**src/iepp_regs.svh**
```systemverilog
`ifndef IEPP_REGS_SVH
`define IEPP_REGS_SVH
// register indexes, byte address is four times the index
`define IEPP_IDX_ENABLE_MAIN   8'hA8
`define IEPP_IDX_PRIO_MAIN     8'hB8
`define IEPP_IDX_PRIO_PORT     8'hB9
`define IEPP_IDX_REQ_FLAGS     8'hC0
`define IEPP_IDX_ENABLE_PORT   8'hE8
`define IEPP_IDX_POLARITY      8'hE9
// field positions
`define IEPP_GATE_BIT          7
`define IEPP_MAIN_SRC_MSB      4
// used bits of the main registers
`define IEPP_MASK_ENABLE_MAIN  8'h9F
`define IEPP_MASK_PRIO_MAIN    8'h1F
// reset values
`define IEPP_RST_REG           8'h00
`define IEPP_RST_SRC           4'h0
`endif
```
**src/iepp_pkg.sv**
```systemverilog
package iepp_pkg;
   typedef enum logic [1:0] {
      IEPP_IDLE     = 2'b00,
      IEPP_IN_LOW   = 2'b01,
      IEPP_IN_HIGH  = 2'b10,
      IEPP_HIGH_LOW = 2'b11
   } iepp_nest_e;

   typedef struct packed {
      logic       req;
      logic       high;
      logic [3:0] src;
   } iepp_irq_s;

   typedef struct packed {
      logic       valid;
      logic [3:0] idx;
   } iepp_pick_s;
endpackage : iepp_pkg

```
**src/iepp_ctrl.sv**
```systemverilog
`timescale 1ns/1ps
`include "iepp_regs.svh"
// Function
// RULE_01: main enable: gate bit 7, five sources
// RULE_02: port enable bit k is port line k+2
// RULE_03: main priority bits for five sources
// RULE_04: priority bit 0 low, 1 high
// RULE_05: port priority register at its own address
// RULE_06: polarity bit k for port line k+2
// RULE_07: level held one cycle, served next cycle
// RULE_08: enabled request sets flag, software clears it
// RULE_09: high wins, high nests over low only
// RULE_10: polarity 1 active high, 0 active low
module iepp_ctrl
   import iepp_pkg::*;
(
   input  wire logic        clock_i,
   input  wire logic        sys_rst_i,
   input  wire logic        psel_i,
   input  wire logic        penable_i,
   input  wire logic        pwrite_i,
   input  wire logic [11:0] paddr_i,
   input  wire logic [31:0] pwdata_i,
   output logic      [31:0] prdata_o,
   output logic             pready_o,
   output logic             pslverr_o,
   input  wire logic [4:0]  main_req_i,
   input  wire logic [7:0]  port_line_pin_i,
   input  wire logic        irq_ack_i,
   input  wire logic        irq_ret_i,
   output iepp_irq_s        irq_o
);
   logic [7:0]  en_main_r;
   logic [7:0]  en_port_r;
   logic [7:0]  pri_main_r;
   logic [7:0]  pri_port_r;
   logic [7:0]  pol_r;
   logic [7:0]  flags_r;
   logic [7:0]  pin_s1_r;
   logic [7:0]  pin_s2_r;
   logic [7:0]  act_prev_r;
   logic [31:0] prdata_r;
   iepp_irq_s   irq_r;
   iepp_nest_e  nest_r;
   iepp_nest_e  nest_nxt;
   logic [7:0]  act_now;
   logic [7:0]  set_w;
   logic [7:0]  idx;
   logic        mapped;
   logic        wr_en;
   logic        flag_wr;
   logic [7:0]  rd_val;
   logic [12:0] en_all;
   logic [12:0] pri_all;
   logic [12:0] pend;
   iepp_pick_s  hi_pick;
   iepp_pick_s  lo_pick;
   iepp_irq_s   irq_nxt;

   // lowest index wins within one level
   function automatic iepp_pick_s pick_first(input logic [12:0] v);
      iepp_pick_s p;
      p = '{valid: 1'b0, idx: 4'h0};
      for (int i = 12; i >= 0; i--) begin
         if (v[i]) begin
            p.valid = 1'b1;
            p.idx   = 4'(i);
         end
      end
      return p;
   endfunction : pick_first

   // apb decode
   assign idx       = paddr_i[9:2];
   assign pready_o  = 1'b1;
   assign prdata_o  = prdata_r;
   assign wr_en     = psel_i & penable_i & pwrite_i & mapped;
   assign flag_wr   = wr_en & (idx == `IEPP_IDX_REQ_FLAGS);
   assign pslverr_o = psel_i & penable_i & ~mapped;

   always_comb begin
      mapped = 1'b1;
      rd_val = 8'h00;
      if (paddr_i[11:10] != 2'b00 || paddr_i[1:0] != 2'b00) begin
         mapped = 1'b0;
      end else begin
         case (idx)
            `IEPP_IDX_ENABLE_MAIN: rd_val = en_main_r;
            `IEPP_IDX_PRIO_MAIN:   rd_val = pri_main_r;
            `IEPP_IDX_PRIO_PORT:   rd_val = pri_port_r; // RULE_05
            `IEPP_IDX_REQ_FLAGS:   rd_val = flags_r;
            `IEPP_IDX_ENABLE_PORT: rd_val = en_port_r;
            `IEPP_IDX_POLARITY:    rd_val = pol_r;
            default:               mapped = 1'b0;
         endcase
      end
   end

   always_ff @(posedge clock_i or posedge sys_rst_i) begin
      if (sys_rst_i) begin
         prdata_r <= 32'h0000_0000;
      end else if (psel_i && !penable_i) begin
         prdata_r <= {24'h00_0000, rd_val};
      end
   end

   // control registers
   always_ff @(posedge clock_i or posedge sys_rst_i) begin
      if (sys_rst_i) begin
         en_main_r  <= `IEPP_RST_REG;
         en_port_r  <= `IEPP_RST_REG;
         pri_main_r <= `IEPP_RST_REG;
         pri_port_r <= `IEPP_RST_REG;
         pol_r      <= `IEPP_RST_REG;
      end else if (wr_en) begin
         case (idx)
            `IEPP_IDX_ENABLE_MAIN:
               en_main_r <= pwdata_i[7:0] & `IEPP_MASK_ENABLE_MAIN; // RULE_01
            `IEPP_IDX_PRIO_MAIN:
               pri_main_r <= pwdata_i[7:0] & `IEPP_MASK_PRIO_MAIN; // RULE_03
            `IEPP_IDX_PRIO_PORT:   pri_port_r <= pwdata_i[7:0]; // RULE_05
            `IEPP_IDX_ENABLE_PORT: en_port_r  <= pwdata_i[7:0]; // RULE_02
            `IEPP_IDX_POLARITY:    pol_r      <= pwdata_i[7:0]; // RULE_06
            default: ;
         endcase
      end
   end

   // port line synchroniser
   always_ff @(posedge clock_i or posedge sys_rst_i) begin
      if (sys_rst_i) begin
         pin_s1_r <= `IEPP_RST_REG;
         pin_s2_r <= `IEPP_RST_REG;
      end else begin
         pin_s1_r <= port_line_pin_i;
         pin_s2_r <= pin_s1_r;
      end
   end

   // active level per polarity bit
   assign act_now = ~(pin_s2_r ^ pol_r); // RULE_10
   assign set_w   = act_now & act_prev_r & en_port_r; // RULE_07 RULE_02

   always_ff @(posedge clock_i or posedge sys_rst_i) begin
      if (sys_rst_i) begin
         act_prev_r <= `IEPP_RST_REG;
      end else begin
         act_prev_r <= act_now; // RULE_07
      end
   end

   // sticky flags, hardware set beats software write
   always_ff @(posedge clock_i or posedge sys_rst_i) begin
      if (sys_rst_i) begin
         flags_r <= `IEPP_RST_REG;
      end else begin
         flags_r <= (flag_wr ? pwdata_i[7:0] : flags_r) | set_w; // RULE_08
      end
   end

   // request selection
   assign en_all  = {en_port_r, en_main_r[`IEPP_MAIN_SRC_MSB:0]}
                    & {13{en_main_r[`IEPP_GATE_BIT]}}; // RULE_01
   assign pri_all = {pri_port_r, pri_main_r[`IEPP_MAIN_SRC_MSB:0]}; // RULE_04
   assign pend    = {flags_r, main_req_i} & en_all;
   assign hi_pick = pick_first(pend & pri_all);
   assign lo_pick = pick_first(pend & ~pri_all);

   always_comb begin
      irq_nxt = '{req: 1'b0, high: 1'b0, src: `IEPP_RST_SRC};
      if (hi_pick.valid && (nest_r == IEPP_IDLE
                            || nest_r == IEPP_IN_LOW)) begin
         irq_nxt = '{req: 1'b1, high: 1'b1, src: hi_pick.idx}; // RULE_09
      end else if (lo_pick.valid && nest_r == IEPP_IDLE) begin
         irq_nxt = '{req: 1'b1, high: 1'b0, src: lo_pick.idx};
      end
   end

   always_ff @(posedge clock_i or posedge sys_rst_i) begin
      if (sys_rst_i) begin
         irq_r <= '{req: 1'b0, high: 1'b0, src: `IEPP_RST_SRC};
      end else if (irq_ack_i) begin
         irq_r <= '{req: 1'b0, high: 1'b0, src: `IEPP_RST_SRC};
      end else begin
         irq_r <= irq_nxt;
      end
   end
   assign irq_o = irq_r;

   // service nesting
   always_comb begin
      nest_nxt = nest_r;
      if (irq_ack_i && irq_r.req) begin
         case (nest_r)
            IEPP_IDLE:   nest_nxt = irq_r.high ? IEPP_IN_HIGH : IEPP_IN_LOW;
            IEPP_IN_LOW: nest_nxt = irq_r.high ? IEPP_HIGH_LOW : IEPP_IN_LOW;
            default:     nest_nxt = nest_r; // RULE_09
         endcase
      end else if (irq_ret_i) begin
         case (nest_r)
            IEPP_HIGH_LOW: nest_nxt = IEPP_IN_LOW;
            default:       nest_nxt = IEPP_IDLE;
         endcase
      end
   end

   always_ff @(posedge clock_i or posedge sys_rst_i) begin
      if (sys_rst_i) begin
         nest_r <= IEPP_IDLE;
      end else begin
         nest_r <= nest_nxt;
      end
   end

   // checks
   logic [12:0] en_d_r;
   logic [12:0] pri_d_r;
   always_ff @(posedge clock_i or posedge sys_rst_i) begin
      if (sys_rst_i) begin
         en_d_r  <= 13'h0000;
         pri_d_r <= 13'h0000;
      end else begin
         en_d_r  <= en_all;
         pri_d_r <= pri_all;
      end
   end

   property p_gate_blocks;
      @(posedge clock_i) disable iff (sys_rst_i)
      !en_main_r[`IEPP_GATE_BIT] |=> !irq_r.req;
   endproperty
   a_gate_blocks: assert property (p_gate_blocks) // RULE_01
      else $error("request while global gate closed");

   property p_req_enabled;
      @(posedge clock_i) disable iff (sys_rst_i)
      irq_r.req |-> en_d_r[irq_r.src];
   endproperty
   a_req_enabled: assert property (p_req_enabled) // RULE_02
      else $error("request from a disabled source");

   property p_level_matches;
      @(posedge clock_i) disable iff (sys_rst_i)
      irq_r.req |-> irq_r.high == pri_d_r[irq_r.src];
   endproperty
   a_level_matches: assert property (p_level_matches) // RULE_04
      else $error("request level differs from priority bit");

   property p_main_unused_zero;
      @(posedge clock_i) disable iff (sys_rst_i)
      pri_main_r[7:5] == 3'b000 && en_main_r[6:5] == 2'b00;
   endproperty
   a_main_unused_zero: assert property (p_main_unused_zero) // RULE_03
      else $error("unused main bits set");

   property p_flag_sets;
      @(posedge clock_i) disable iff (sys_rst_i)
      set_w != 8'h00 |=> (flags_r & $past(set_w)) == $past(set_w);
   endproperty
   a_flag_sets: assert property (p_flag_sets) // RULE_08
      else $error("held enabled request did not set flag");

   property p_flag_sticky;
      @(posedge clock_i) disable iff (sys_rst_i)
      !flag_wr && set_w == 8'h00 |=> flags_r == $past(flags_r);
   endproperty
   a_flag_sticky: assert property (p_flag_sticky) // RULE_08
      else $error("flag changed without request or write");

   property p_new_flag_active;
      @(posedge clock_i) disable iff (sys_rst_i)
      !flag_wr ##1 1'b1 |->
         ((flags_r & ~$past(flags_r)) & ~$past(act_now)) == 8'h00;
   endproperty
   a_new_flag_active: assert property (p_new_flag_active) // RULE_06 RULE_10
      else $error("flag set by inactive port level");

   property p_high_wins;
      @(posedge clock_i) disable iff (sys_rst_i)
      hi_pick.valid && nest_r == IEPP_IDLE && !irq_ack_i
         |=> irq_r.req && irq_r.high;
   endproperty
   a_high_wins: assert property (p_high_wins) // RULE_09
      else $error("high request not chosen");

   property p_no_preempt_high;
      @(posedge clock_i) disable iff (sys_rst_i)
      nest_r == IEPP_IN_HIGH || nest_r == IEPP_HIGH_LOW |=> !irq_r.req;
   endproperty
   a_no_preempt_high: assert property (p_no_preempt_high) // RULE_09
      else $error("high routine preempted");

   c_port_flag: cover property (@(posedge clock_i) set_w != 8'h00);
   c_nested: cover property (@(posedge clock_i) nest_r == IEPP_HIGH_LOW);
   c_low_served: cover property (@(posedge clock_i)
      irq_r.req && !irq_r.high ##1 irq_ack_i);
endmodule : iepp_ctrl

```
**config.mk**
```make
export PLATFORM = sky130hd
export DESIGN_NAME = iepp_ctrl
export DESIGN_NICKNAME = d
export VERILOG_FILES = /design/src/iepp_pkg.sv /design/src/iepp_ctrl.sv
export VERILOG_INCLUDE_DIRS = /design/src
export SDC_FILE = /design/constraint.sdc
export NUM_CORES = 1
export LEC_CHECK = 0
export BUFFER_PORTS_ARGS = -buffer_cell sky130_fd_sc_hd__buf_2
export CAP_MARGIN = 20
export CORE_UTILIZATION = 40
export CTS_BUF_LIST = sky130_fd_sc_hd__clkbuf_8
export DETAILED_ROUTE_END_ITERATION = 10
export HOLD_SLACK_MARGIN = 0.02
export PLACE_DENSITY = 0.7
export SETUP_SLACK_MARGIN = 0.5
export SYNTH_ARGS = -nofsm -noshare
export SYNTH_HDL_FRONTEND = slang
export SYNTH_SLANG_ARGS = --single-unit
```
**constraint.sdc**
```tcl
create_clock -name clock_i -period 4.42 [get_ports clock_i]
set_input_delay 0.884 -clock clock_i [delete_from_list [all_inputs] [get_ports clock_i]]
set_output_delay 0.884 -clock clock_i [all_outputs]
set_load 0.005 [all_outputs]
```
==> results of run 1 <==
per-layer routing:
layer | vias to the layer above | part of all wire (%)
met5 | - | 0
met4 | 0 | 3.1
met3 | 27 | 6.4
met2 | 136 | 43
met1 | 1498 | 47
li1 | 1404 | -
power by group through the flow:
stage                     clock network (mW)  registers (mW)  logic (mW)
after CTS                              0.644           0.774      0.0746
final                                  0.626           0.774      0.0732
after detailed placement                   0           0.790      0.0744
after floorplan                            0           0.789      0.0536
after global placement                     0           0.789      0.0726
after global routing                   0.671           0.776      0.0850
per-stage QoR:
step	cell area, um2	hold WS, ns	utilization, %
finish	4630	0.353	47.1
global route	4630	0.362	47.1
CTS	4630	0.356	47.1
detailed placement	4390	0.335	44.7
global placement	4390	0.332	44.7
floorplan	4170	0.331	-
cells in the mapped netlist, types with 3 or more instances:
master / n
a211oi_1: 5
a21oi_1: 4
a221oi_1: 10
a22o_1: 3
a22oi_1: 7
a2bb2oi_1: 4
and4_1: 3
and4b_1: 7
buf_2: 4
buf_4: 25
clkbuf_1: 6
dfrtp_1: 83
inv_1: 3
mux2_1: 14
mux2_2: 21
mux2i_1: 9
nand2_1: 26
nand2b_1: 3
nand3_1: 14
nand3b_1: 3
nand4_1: 15
nand4b_1: 7
nor2_1: 11
nor3_1: 4
o211ai_1: 3
o21ai_0: 7
o21ai_1: 5
o31ai_1: 4
xnor2_1: 8
state kept, by name (all words and copies together) (netlist names), 8 cells and up:
register,count
prdata_o,8
pri_port_r,8
pol_r,8
pin_s1_r,8
act_prev_r,8
pin_s2_r,8
en_port_r,8
flags_r,8
cells by family after synthesis:
kind of cell / after synthesis / share of synthesized area, %
muxes: 44 / 11.9
xor gates and xnor gates: 8 / 1.72
and+or+nand+nor: 110 / 16.5
AOI/OAI and AO/OA: 67 / 12.5
other: 2 / 0.184
buffers and inverters: 40 / 6.28
DFF: 83 / 50.9
final cells by class:
class | count | area, um2 | share of cell area, %
repair buffers | 58 | 300 | 6.49
clock inverters | 5 | 83.8 | 1.81
inverters | 3 | 12.5 | 0.270
well taps | 133 | 166 | 3.60
clock buffers | 11 | 151 | 3.27
multi-input cells | 254 | 1840 | 39.7
flip-flops and latches | 83 | 2080 | 44.9
worst max path at each step:
stage	cells after the start	to	start	slack, ns
final	7	pslverr_o	paddr_i[8]	1.02
after global routing	7	pslverr_o	paddr_i[8]	0.89
after CTS	7	pslverr_o	paddr_i[8]	1.0
after detailed placement	7	pslverr_o	paddr_i[8]	1.0
after global placement	7	pslverr_o	paddr_i[8]	1.13
after floorplan	1	act_prev_r[0]$_DFF_PP0_	sys_rst_i	1.40
critical path, delay by kind of cell:
kind | cells | cell delay (ns)
simple gates | 3 | 1.03
buf+inv | 2 | 0.26
compound gates | 2 | 0.35
==> flow_metrics.tcl, run 1 <==
set metrics [dict create \
    via_per_inst 5.60 \
    clock-root-buffer "clkbuf_8" \
    gp_congestion 0.882 \
    cp.arrival_ns 2.51 \
    core_mm2 0.00982 \
    relSlewSlack_pct 40.4 \
    met2_usage_pct 27.6 \
    netlist_area_mm2 0.00408 \
    drtPass1Iterations 5 \
    final-setup-viol-count 0 \
    n_antenna_cell 0 \
    finalWirelength_um 9400 \
    hold_end "pin_s2_r[3]$_DFF_PP0_" \
    power_leakage_nw 2.16 \
    antenna_found_initial 0 \
    die_w_um 103 \
    cts_hold_buf 0 \
    max_stage_delay_ns 0.59 \
    place_ws_ns 0.996 \
    io_pins 104 \
    r2r_slack_ns 1.82 \
    slowest_stage "nor2b_1" \
    synth_area_leaders "dfrtp_1 51%, mux2_2 5.8%, buf_4 4.6%" \
    synthCells 354 \
    swShare_pct 22.3 \
    intPower_mw 1.14 \
    r2r_end "irq_o[1]$_DFF_PP0_" \
    synth_top_area_cell "dfrtp_1" \
    grt_pass1_vias 2790 \
    clock_power_share_pct 42.5 \
    post_cts_buffers 0 \
    min_path_cells 0 \
    grt_max_degree 44 \
    globalRouteMet1Util_pct 26.7 \
    hold_viol 0 \
    seq_power_share_pct 52.5 \
    status "finished, final reports clean" \
    cpMostUsedCell "buf_2" \
    ys_types 54 \
    grt_usage_pct 19.2 \
    worstSkewPairLatency_ns 0.36 \
    synth-main-ff-cell "dfrtp_1" \
    postRouteAntennaNets 0 \
    fin_crit_ns 3.40 \
    yosysWarnings 0 \
    rows 36 \
    avgSynthCellArea_um2 11.5 \
    synth_edf_count 0 \
    grt_overflow_total 0 \
    ys_async_sr_fraction_pct 100 \
    cts_resized 0 \
    final_common_cell "dfrtp_1" \
    cp-start-kind "primary input" \
    grt_use_met3_pct 5.69 \
    timing.final.crit_share_pct 76.9 \
    clock_skew_ns 0.00574 \
    power_mw 1.47 \
    chipHeight_um 103 \
    final.setup.worst_slack_ns 1.02 \
    synth_top_cell_area_share_pct 50.9 \
    cts_sinks 83 \
    grt_pass1_wl_um 14800 \
    cp.required_ns 3.54 \
    pwr_density_cell_mw_per_mm2 318 \
    wl_per_cell_um 17.2 \
    synth-seq-area-share_pct 50.9 \
    placedCellCount 531 \
    ctsHtreeMaxLevel 3 \
    endpoint_kind "output pin" \
    layout-drive-gt1-share_pct 26.1 \
    rsz0062_at_grt "false" \
    clk_pin_slew_ns 0.08 \
    layout.cells.non_filler 547 \
    hold_start "pin_s1_r[3]$_DFF_PP0_" \
    clk_path_buf_depth 2 \
    crit_chain "buf_2, nor2b_1, a2bb2oi_1, o21ai_0, nand3_1, and3_1, buf_2" \
    drv_slew 0 \
    cts_buffers 9 \
    final_cell_mix "83 x dfrtp_1, 54 x buf_2, 26 x nand2_1" \
    p_switching_mw 0.329 \
    busiest_layer "met2" \
    hpwlAfterDp_um 6710 \
    drc 0 \
    dieArea_mm2 0.0106 \
    rr_startpoint "en_main_r[7]$_DFFE_PP0P_" \
    portBuffers 54 \
    initialDrtViolationCount 260 \
    peakVddDrop_mv 0.199 \
    tns_ns 0 \
    nNetsFinal 473 \
    fill_cells 921 \
    tightest_slew_ns 0.893 \
    ys_ff_latch 83 \
    share_comb_of_total_power_pct 5.0 \
    initial_core_util_pct 41.6 \
    worst-setup-path-type "primary input to output pin" \
    reg2regPathDepth 5 \
    cts_tree "yes" \
    num_vias 3065 \
    cap_violations 0 \
    syn_to_final_growth_pct 13.3 \
    max_clock_freq_mhz 294 \
    hp-class "flip-flop to flip-flop" \
    crit_path_max_fanout 8 \
]
Power figures use the tool's default switching activity.
==> run 2: changes to the inputs <==
clock period = 3.4 ns   (was 4.42 ns; I/O delays follow)
==> run 2 against run 1 <==
  * Via count down 2.1%
  * Largest power group unchanged
  * Sequential share of layout area down 0.30 points
  * Wire length up 0.90%
  * Critical path type unchanged
  * Global-route usage up 0.068 points
  * Final cell count up 1.1%
  * Clock skew up 0.0036 ns
  * Sequential power up 30%
  * Utilization up 0.32 points
  * Largest cell class unchanged
  * Combinational power up 36%
==> flow_metrics.tcl, run 2 (synthesis gave the netlist of run 1 again) <==
set metrics [dict create \
    drc 0 \
    pwr_density_cell_mw_per_mm2 392 \
    grt_pass1_vias 2755 \
    worst-setup-path-type "primary input to output pin" \
    max_stage_delay_ns 0.24 \
    clock_skew_ns 0.00936 \
    cts_sinks 83 \
    clk_pin_slew_ns 0.08 \
    initialDrtViolationCount 191 \
    drtPass1Iterations 4 \
    final-setup-viol-count 0 \
    rr_startpoint "en_main_r[7]$_DFFE_PP0P_" \
    wl_per_cell_um 17.2 \
    portBuffers 54 \
    dpl_cell_area_mm2 0.00446 \
    clk_path_buf_depth 2 \
    nNetsFinal 480 \
    cp.arrival_ns 2.07 \
    hp-class "flip-flop to flip-flop" \
    endpoint_kind "output pin" \
    status "finished, final reports clean" \
    cts_hold_buf 0 \
    final_common_cell "dfrtp_1" \
    timing.final.crit_share_pct 81.0 \
    relSlewSlack_pct 49.3 \
    grt_max_degree 44 \
    cts_buffers 9 \
    cts_tree "yes" \
    peakVddDrop_mv 0.176 \
    rsz0062_at_grt "false" \
    cts_resized 0 \
    crit_chain "buf_2, nor2b_1, buf_4, a2bb2oi_1, o21ai_0, nand3_1, and3_1, buf_2" \
    post_cts_buffers 0 \
    hold_end "pin_s2_r[2]$_DFF_PP0_" \
    final.setup.worst_slack_ns 0.645 \
    hold_viol 0 \
    stdcell_area_mm2 0.00466 \
    tns_ns 0 \
    core_mm2 0.00982 \
    timing.hold.ws_ns 0.352 \
    power_leakage_nw 2.18 \
    r2r_slack_ns 0.96 \
    max_clock_freq_mhz 363 \
    hpwlAfterDp_um 6830 \
    gp_congestion 0.900 \
    n_antenna_cell 0 \
    antenna_found_initial 0 \
    ctsHtreeMaxLevel 3 \
    final_cell_mix "83 x dfrtp_1, 54 x buf_2, 26 x nand2_1" \
    rows 36 \
    postRouteAntennaNets 0 \
    finalWirelength_um 9480 \
    chipHeight_um 103 \
    power_mw 1.83 \
    grt_pass1_wl_um 14800 \
    grt_usage_pct 19.2 \
    syn_to_final_growth_pct 14.1 \
    cap_violations 0 \
    hold_start "pin_s1_r[2]$_DFF_PP0_" \
    fill_cells 928 \
    drv_slew 0 \
    num_vias 3002 \
    grt_overflow_total 0 \
    initial_core_util_pct 41.6 \
    io_pins 104 \
    die_w_um 103 \
    r2r_end "irq_o[2]$_DFF_PP0_" \
    slowest_stage "and3_1" \
    layout-drive-gt1-share_pct 27.1 \
    cp-start-kind "primary input" \
    fin_util_pct 47.4 \
    min_path_cells 0 \
    fin_crit_ns 2.75 \
    reg2regPathDepth 6 \
    cpMostUsedCell "buf_2" \
    tightest_slew_ns 0.759 \
    cp.required_ns 2.72 \
    crit_path_max_fanout 11 \
    dieArea_mm2 0.0106 \
    layout.cells.non_filler 553 \
    worstSkewPairLatency_ns 0.35 \
    place_ws_ns 0.649 \
    clock-root-buffer "clkbuf_8" \
    via_per_inst 5.43 \
    placedCellCount 538 \
]
==> run 2: worst max-delay path: cells and delay by family <==
family,cells,cell delay [ns]
AO/OA/AOI/OAI,2,0.26
buffers and inverters,3,0.49
AND/OR/NAND/NOR,3,0.63
==> run 2: worst max-delay path by stage <==
stage                                     endpoint  slack, ns  cells past startpoint   startpoint
after floorplan            act_prev_r[0]$_DFF_PP0_       0.58                      1    sys_rst_i
after global placement    en_port_r[4]$_DFFE_PP0P_       0.71                      6  paddr_i[11]
after detailed placement                 pslverr_o       0.65                      8   paddr_i[8]
after CTS                                pslverr_o       0.65                      8   paddr_i[8]
after global routing                     pslverr_o       0.54                      8   paddr_i[8]
final                                    pslverr_o       0.65                      8   paddr_i[8]
==> run 2: final cells by class <==
type	count	area [um2]	area share (%)
Clock buffer	11	151	3.25
Clock inverter	4	50.0	1.07
Inverter	3	12.5	0.269
Multi-Input combinational cell	254	1840	39.4
Sequential cell	83	2080	44.6
Tap cell	133	166	3.57
Timing Repair Buffer	65	365	7.84
==> run 2: report_power, final <==
| part | internal, mW | total [mW] | switching [mW] | leakage [nW] |
|---|---|---|---|---|
| Combinational | 0.0336 | 0.0992 | 0.0657 | 1.02 |
| Clock | 0.374 | 0.720 | 0.346 | 0.0974 |
| Sequential | 1.00 | 1.01 | 0.00510 | 1.06 |
==> run 2: per-layer routing <==
metal / up-vias / track usage (%) / wire length, um
met5: - / 0 / 0
met4: 0 / 7.04 / 146
met3: 13 / 4.20 / 691
met2: 129 / 29.6 / 4260
met1: 1445 / 26.7 / 4380
li1: 1415 / - / -
==> run 3: changes to the inputs <==
clock period = 2.8 ns   (was 3.4 ns; I/O delays follow)
==> run 3 against run 2 <==
  * Largest power group unchanged
  * Combinational power rose by 24%
  * Critical path depth down 3
  * Setup slack got worse by 0.078 ns
  * Sequential cell count unchanged
  * Register-to-register slack got worse by 0.39 ns
  * Count of clock-buffer cells in the layout shrank 1
  * Sequential share of layout area shrank 0.29 points
==> flow_metrics.tcl, run 3 (synthesis gave the netlist of run 1 again) <==
set metrics [dict create \
    status "finished, final reports clean" \
    final_common_cell "dfrtp_1" \
    syn_to_final_growth_pct 14.9 \
    crit_chain "and4b_4, or4_4, or4_4, o2111ai_2, a2bb2o_4" \
    io_pins 104 \
    cp.required_ns 3.04 \
    cts_buffers 9 \
    p_switching_mw 0.496 \
    fin_crit_ns 2.23 \
    grt_overflow_total 0 \
    cpMostUsedCell "or4_4" \
    die_w_um 103 \
    initial_core_util_pct 41.6 \
    max_stage_delay_ns 0.55 \
    initialDrtViolationCount 227 \
    dieArea_mm2 0.0106 \
    cts_sinks 83 \
    antenna_found_initial 0 \
    cp.arrival_ns 2.48 \
    grt_pass1_wl_um 14700 \
    drc 0 \
    seq_power_share_pct 56.1 \
    drv_slew 0 \
    grt_pass1_vias 2708 \
    cp-start-kind "flip-flop" \
    layout.cells.non_filler 558 \
    max_clock_freq_mhz 448 \
    fin_util_pct 47.8 \
    share_comb_of_total_power_pct 5.6 \
    worstSkewPairLatency_ns 0.35 \
    slowest_stage "or4_4" \
    ctsHtreeMaxLevel 3 \
    clk_path_buf_depth 2 \
    path_buf_inv 0 \
    layout-drive-gt1-share_pct 27.8 \
    via_per_inst 5.42 \
    gp_congestion 0.924 \
    rsz0062_at_grt "false" \
    final-setup-viol-count 0 \
    num_vias 3025 \
    timing.final.crit_share_pct 79.7 \
    finalWirelength_um 9670 \
    worst-setup-path-type "flip-flop to flip-flop" \
    grt_max_degree 42 \
    chipHeight_um 103 \
    rows 36 \
    wl_per_cell_um 17.3 \
    cap_violations 0 \
    intPower_mw 1.68 \
    clock_power_share_pct 38.2 \
    grt_usage_pct 19.4 \
    clock_skew_ns 0.00803 \
    drtPass1Iterations 4 \
    tns_ns 0 \
    hold_viol 0 \
    clock-root-buffer "clkbuf_8" \
    pwr_density_cell_mw_per_mm2 464 \
    final_cell_mix "82 x dfrtp_1, 54 x buf_2, 26 x nand2_1" \
    endpoint_kind "flip-flop" \
    timing.hold.ws_ns 0.257 \
    relSlewSlack_pct 61.8 \
    swShare_pct 22.8 \
    postRouteAntennaNets 0 \
    power_leakage_nw 2.22 \
    tightest_slew_ns 0.572 \
    clk_pin_slew_ns 0.08 \
    crit_path_max_fanout 14 \
    peakVddDrop_mv 0.264 \
    cts_tree "yes" \
    nNetsFinal 484 \
    portBuffers 54 \
    n_antenna_cell 0 \
    core_mm2 0.00982 \
    hp-class "primary input to async pin" \
    hpwlAfterDp_um 7020 \
    cp_top_family "simple AND/OR/NAND/NOR gates" \
    placedCellCount 539 \
]
## run 3: cell types whose count changed in the layout (fill, tap and decap cells not counted), sizes merged
cell,before,now
clkinv,2,1
clkinvlp,2,1
inv,2,6
clkbuf,11,10
buf,65,69
## run 3: per-layer routing
metal | GRT usage [%] | part of all wire (%) | wire [um] | up-vias
met5 | 0 | 0 | 0 | -
met4 | 7.26 | 1.6 | 150 | 0
met3 | 4.68 | 5.8 | 564 | 14
met2 | 30.4 | 46 | 4490 | 111
met1 | 26.0 | 46 | 4460 | 1473
li1 | - | - | - | 1427
## run 3: final cells by class
class	instances	area (um2)
Clock buffer	10	138
Clock inverter	6	50.0
Fill cell	920	5130
Inverter	3	15.0
Multi-Input combinational cell	254	1850
Sequential cell	83	2080
Tap cell	133	166
Timing Repair Buffer	69	395
## run 3: per-stage QoR
step | instance area [um2] | setup slack (ns) | total power, mW
3_5_place_dp | 4470 | 0.222 | 1.37
4_1_cts | 4660 | 0.551 | 2.20
6_report | 4690 | 0.567 | 2.18
2_1_floorplan | 4170 | 0.565 | 1.33
5_1_grt | 4690 | 0.510 | 2.28
3_3_place_gp | 4470 | 0.306 | 1.37
## run 3: worst reg2reg max path, cell delays in order, from the launching register on
cell       delay, ns
dfrtp_2         0.51
and4b_4         0.26
or4_4           0.55
or4_4           0.45
o2111ai_2       0.12
a2bb2o_4        0.24
## run 3: what timing repair did
| item | 4_1_cts | 5_1_grt |
|---|---|---|
| hold buffers | 0 | 0 |
| pin swaps | 0 | 1 |
| setup endpoints to repair | 2 | 21 |
| buffers inserted | 0 | 3 |
| resized for setup | 2 | 2 |
## run 3: worst paths after layout
check                                         start                        to  slack [ns]  depth (start not counted)
max in group asynchronous                 sys_rst_i  en_main_r[7]$_DFFE_PP0P_        1.92                          3
hold / removal                            sys_rst_i     pin_s1_r[3]$_DFF_PP0_        0.26                          2
setup reg to reg           en_main_r[7]$_DFFE_PP0P_        irq_o[1]$_DFF_PP0_        0.57                          5
setup / recovery           en_main_r[7]$_DFFE_PP0P_        irq_o[1]$_DFF_PP0_        0.57                          5
hold reg to reg               pin_s1_r[0]$_DFF_PP0_     pin_s2_r[0]$_DFF_PP0_        0.35                          0
min in group clock_i             port_line_pin_i[2]     pin_s1_r[2]$_DFF_PP0_        0.31                          1
## run 3: power groups by stage
stage	Clock [mW]	Combinational [mW]	Sequential, mW
finish	0.832	0.123	1.22
global route	0.909	0.142	1.22
CTS	0.857	0.124	1.22
detailed placement	0	0.123	1.25
global placement	0	0.120	1.25
floorplan	0	0.0850	1.24
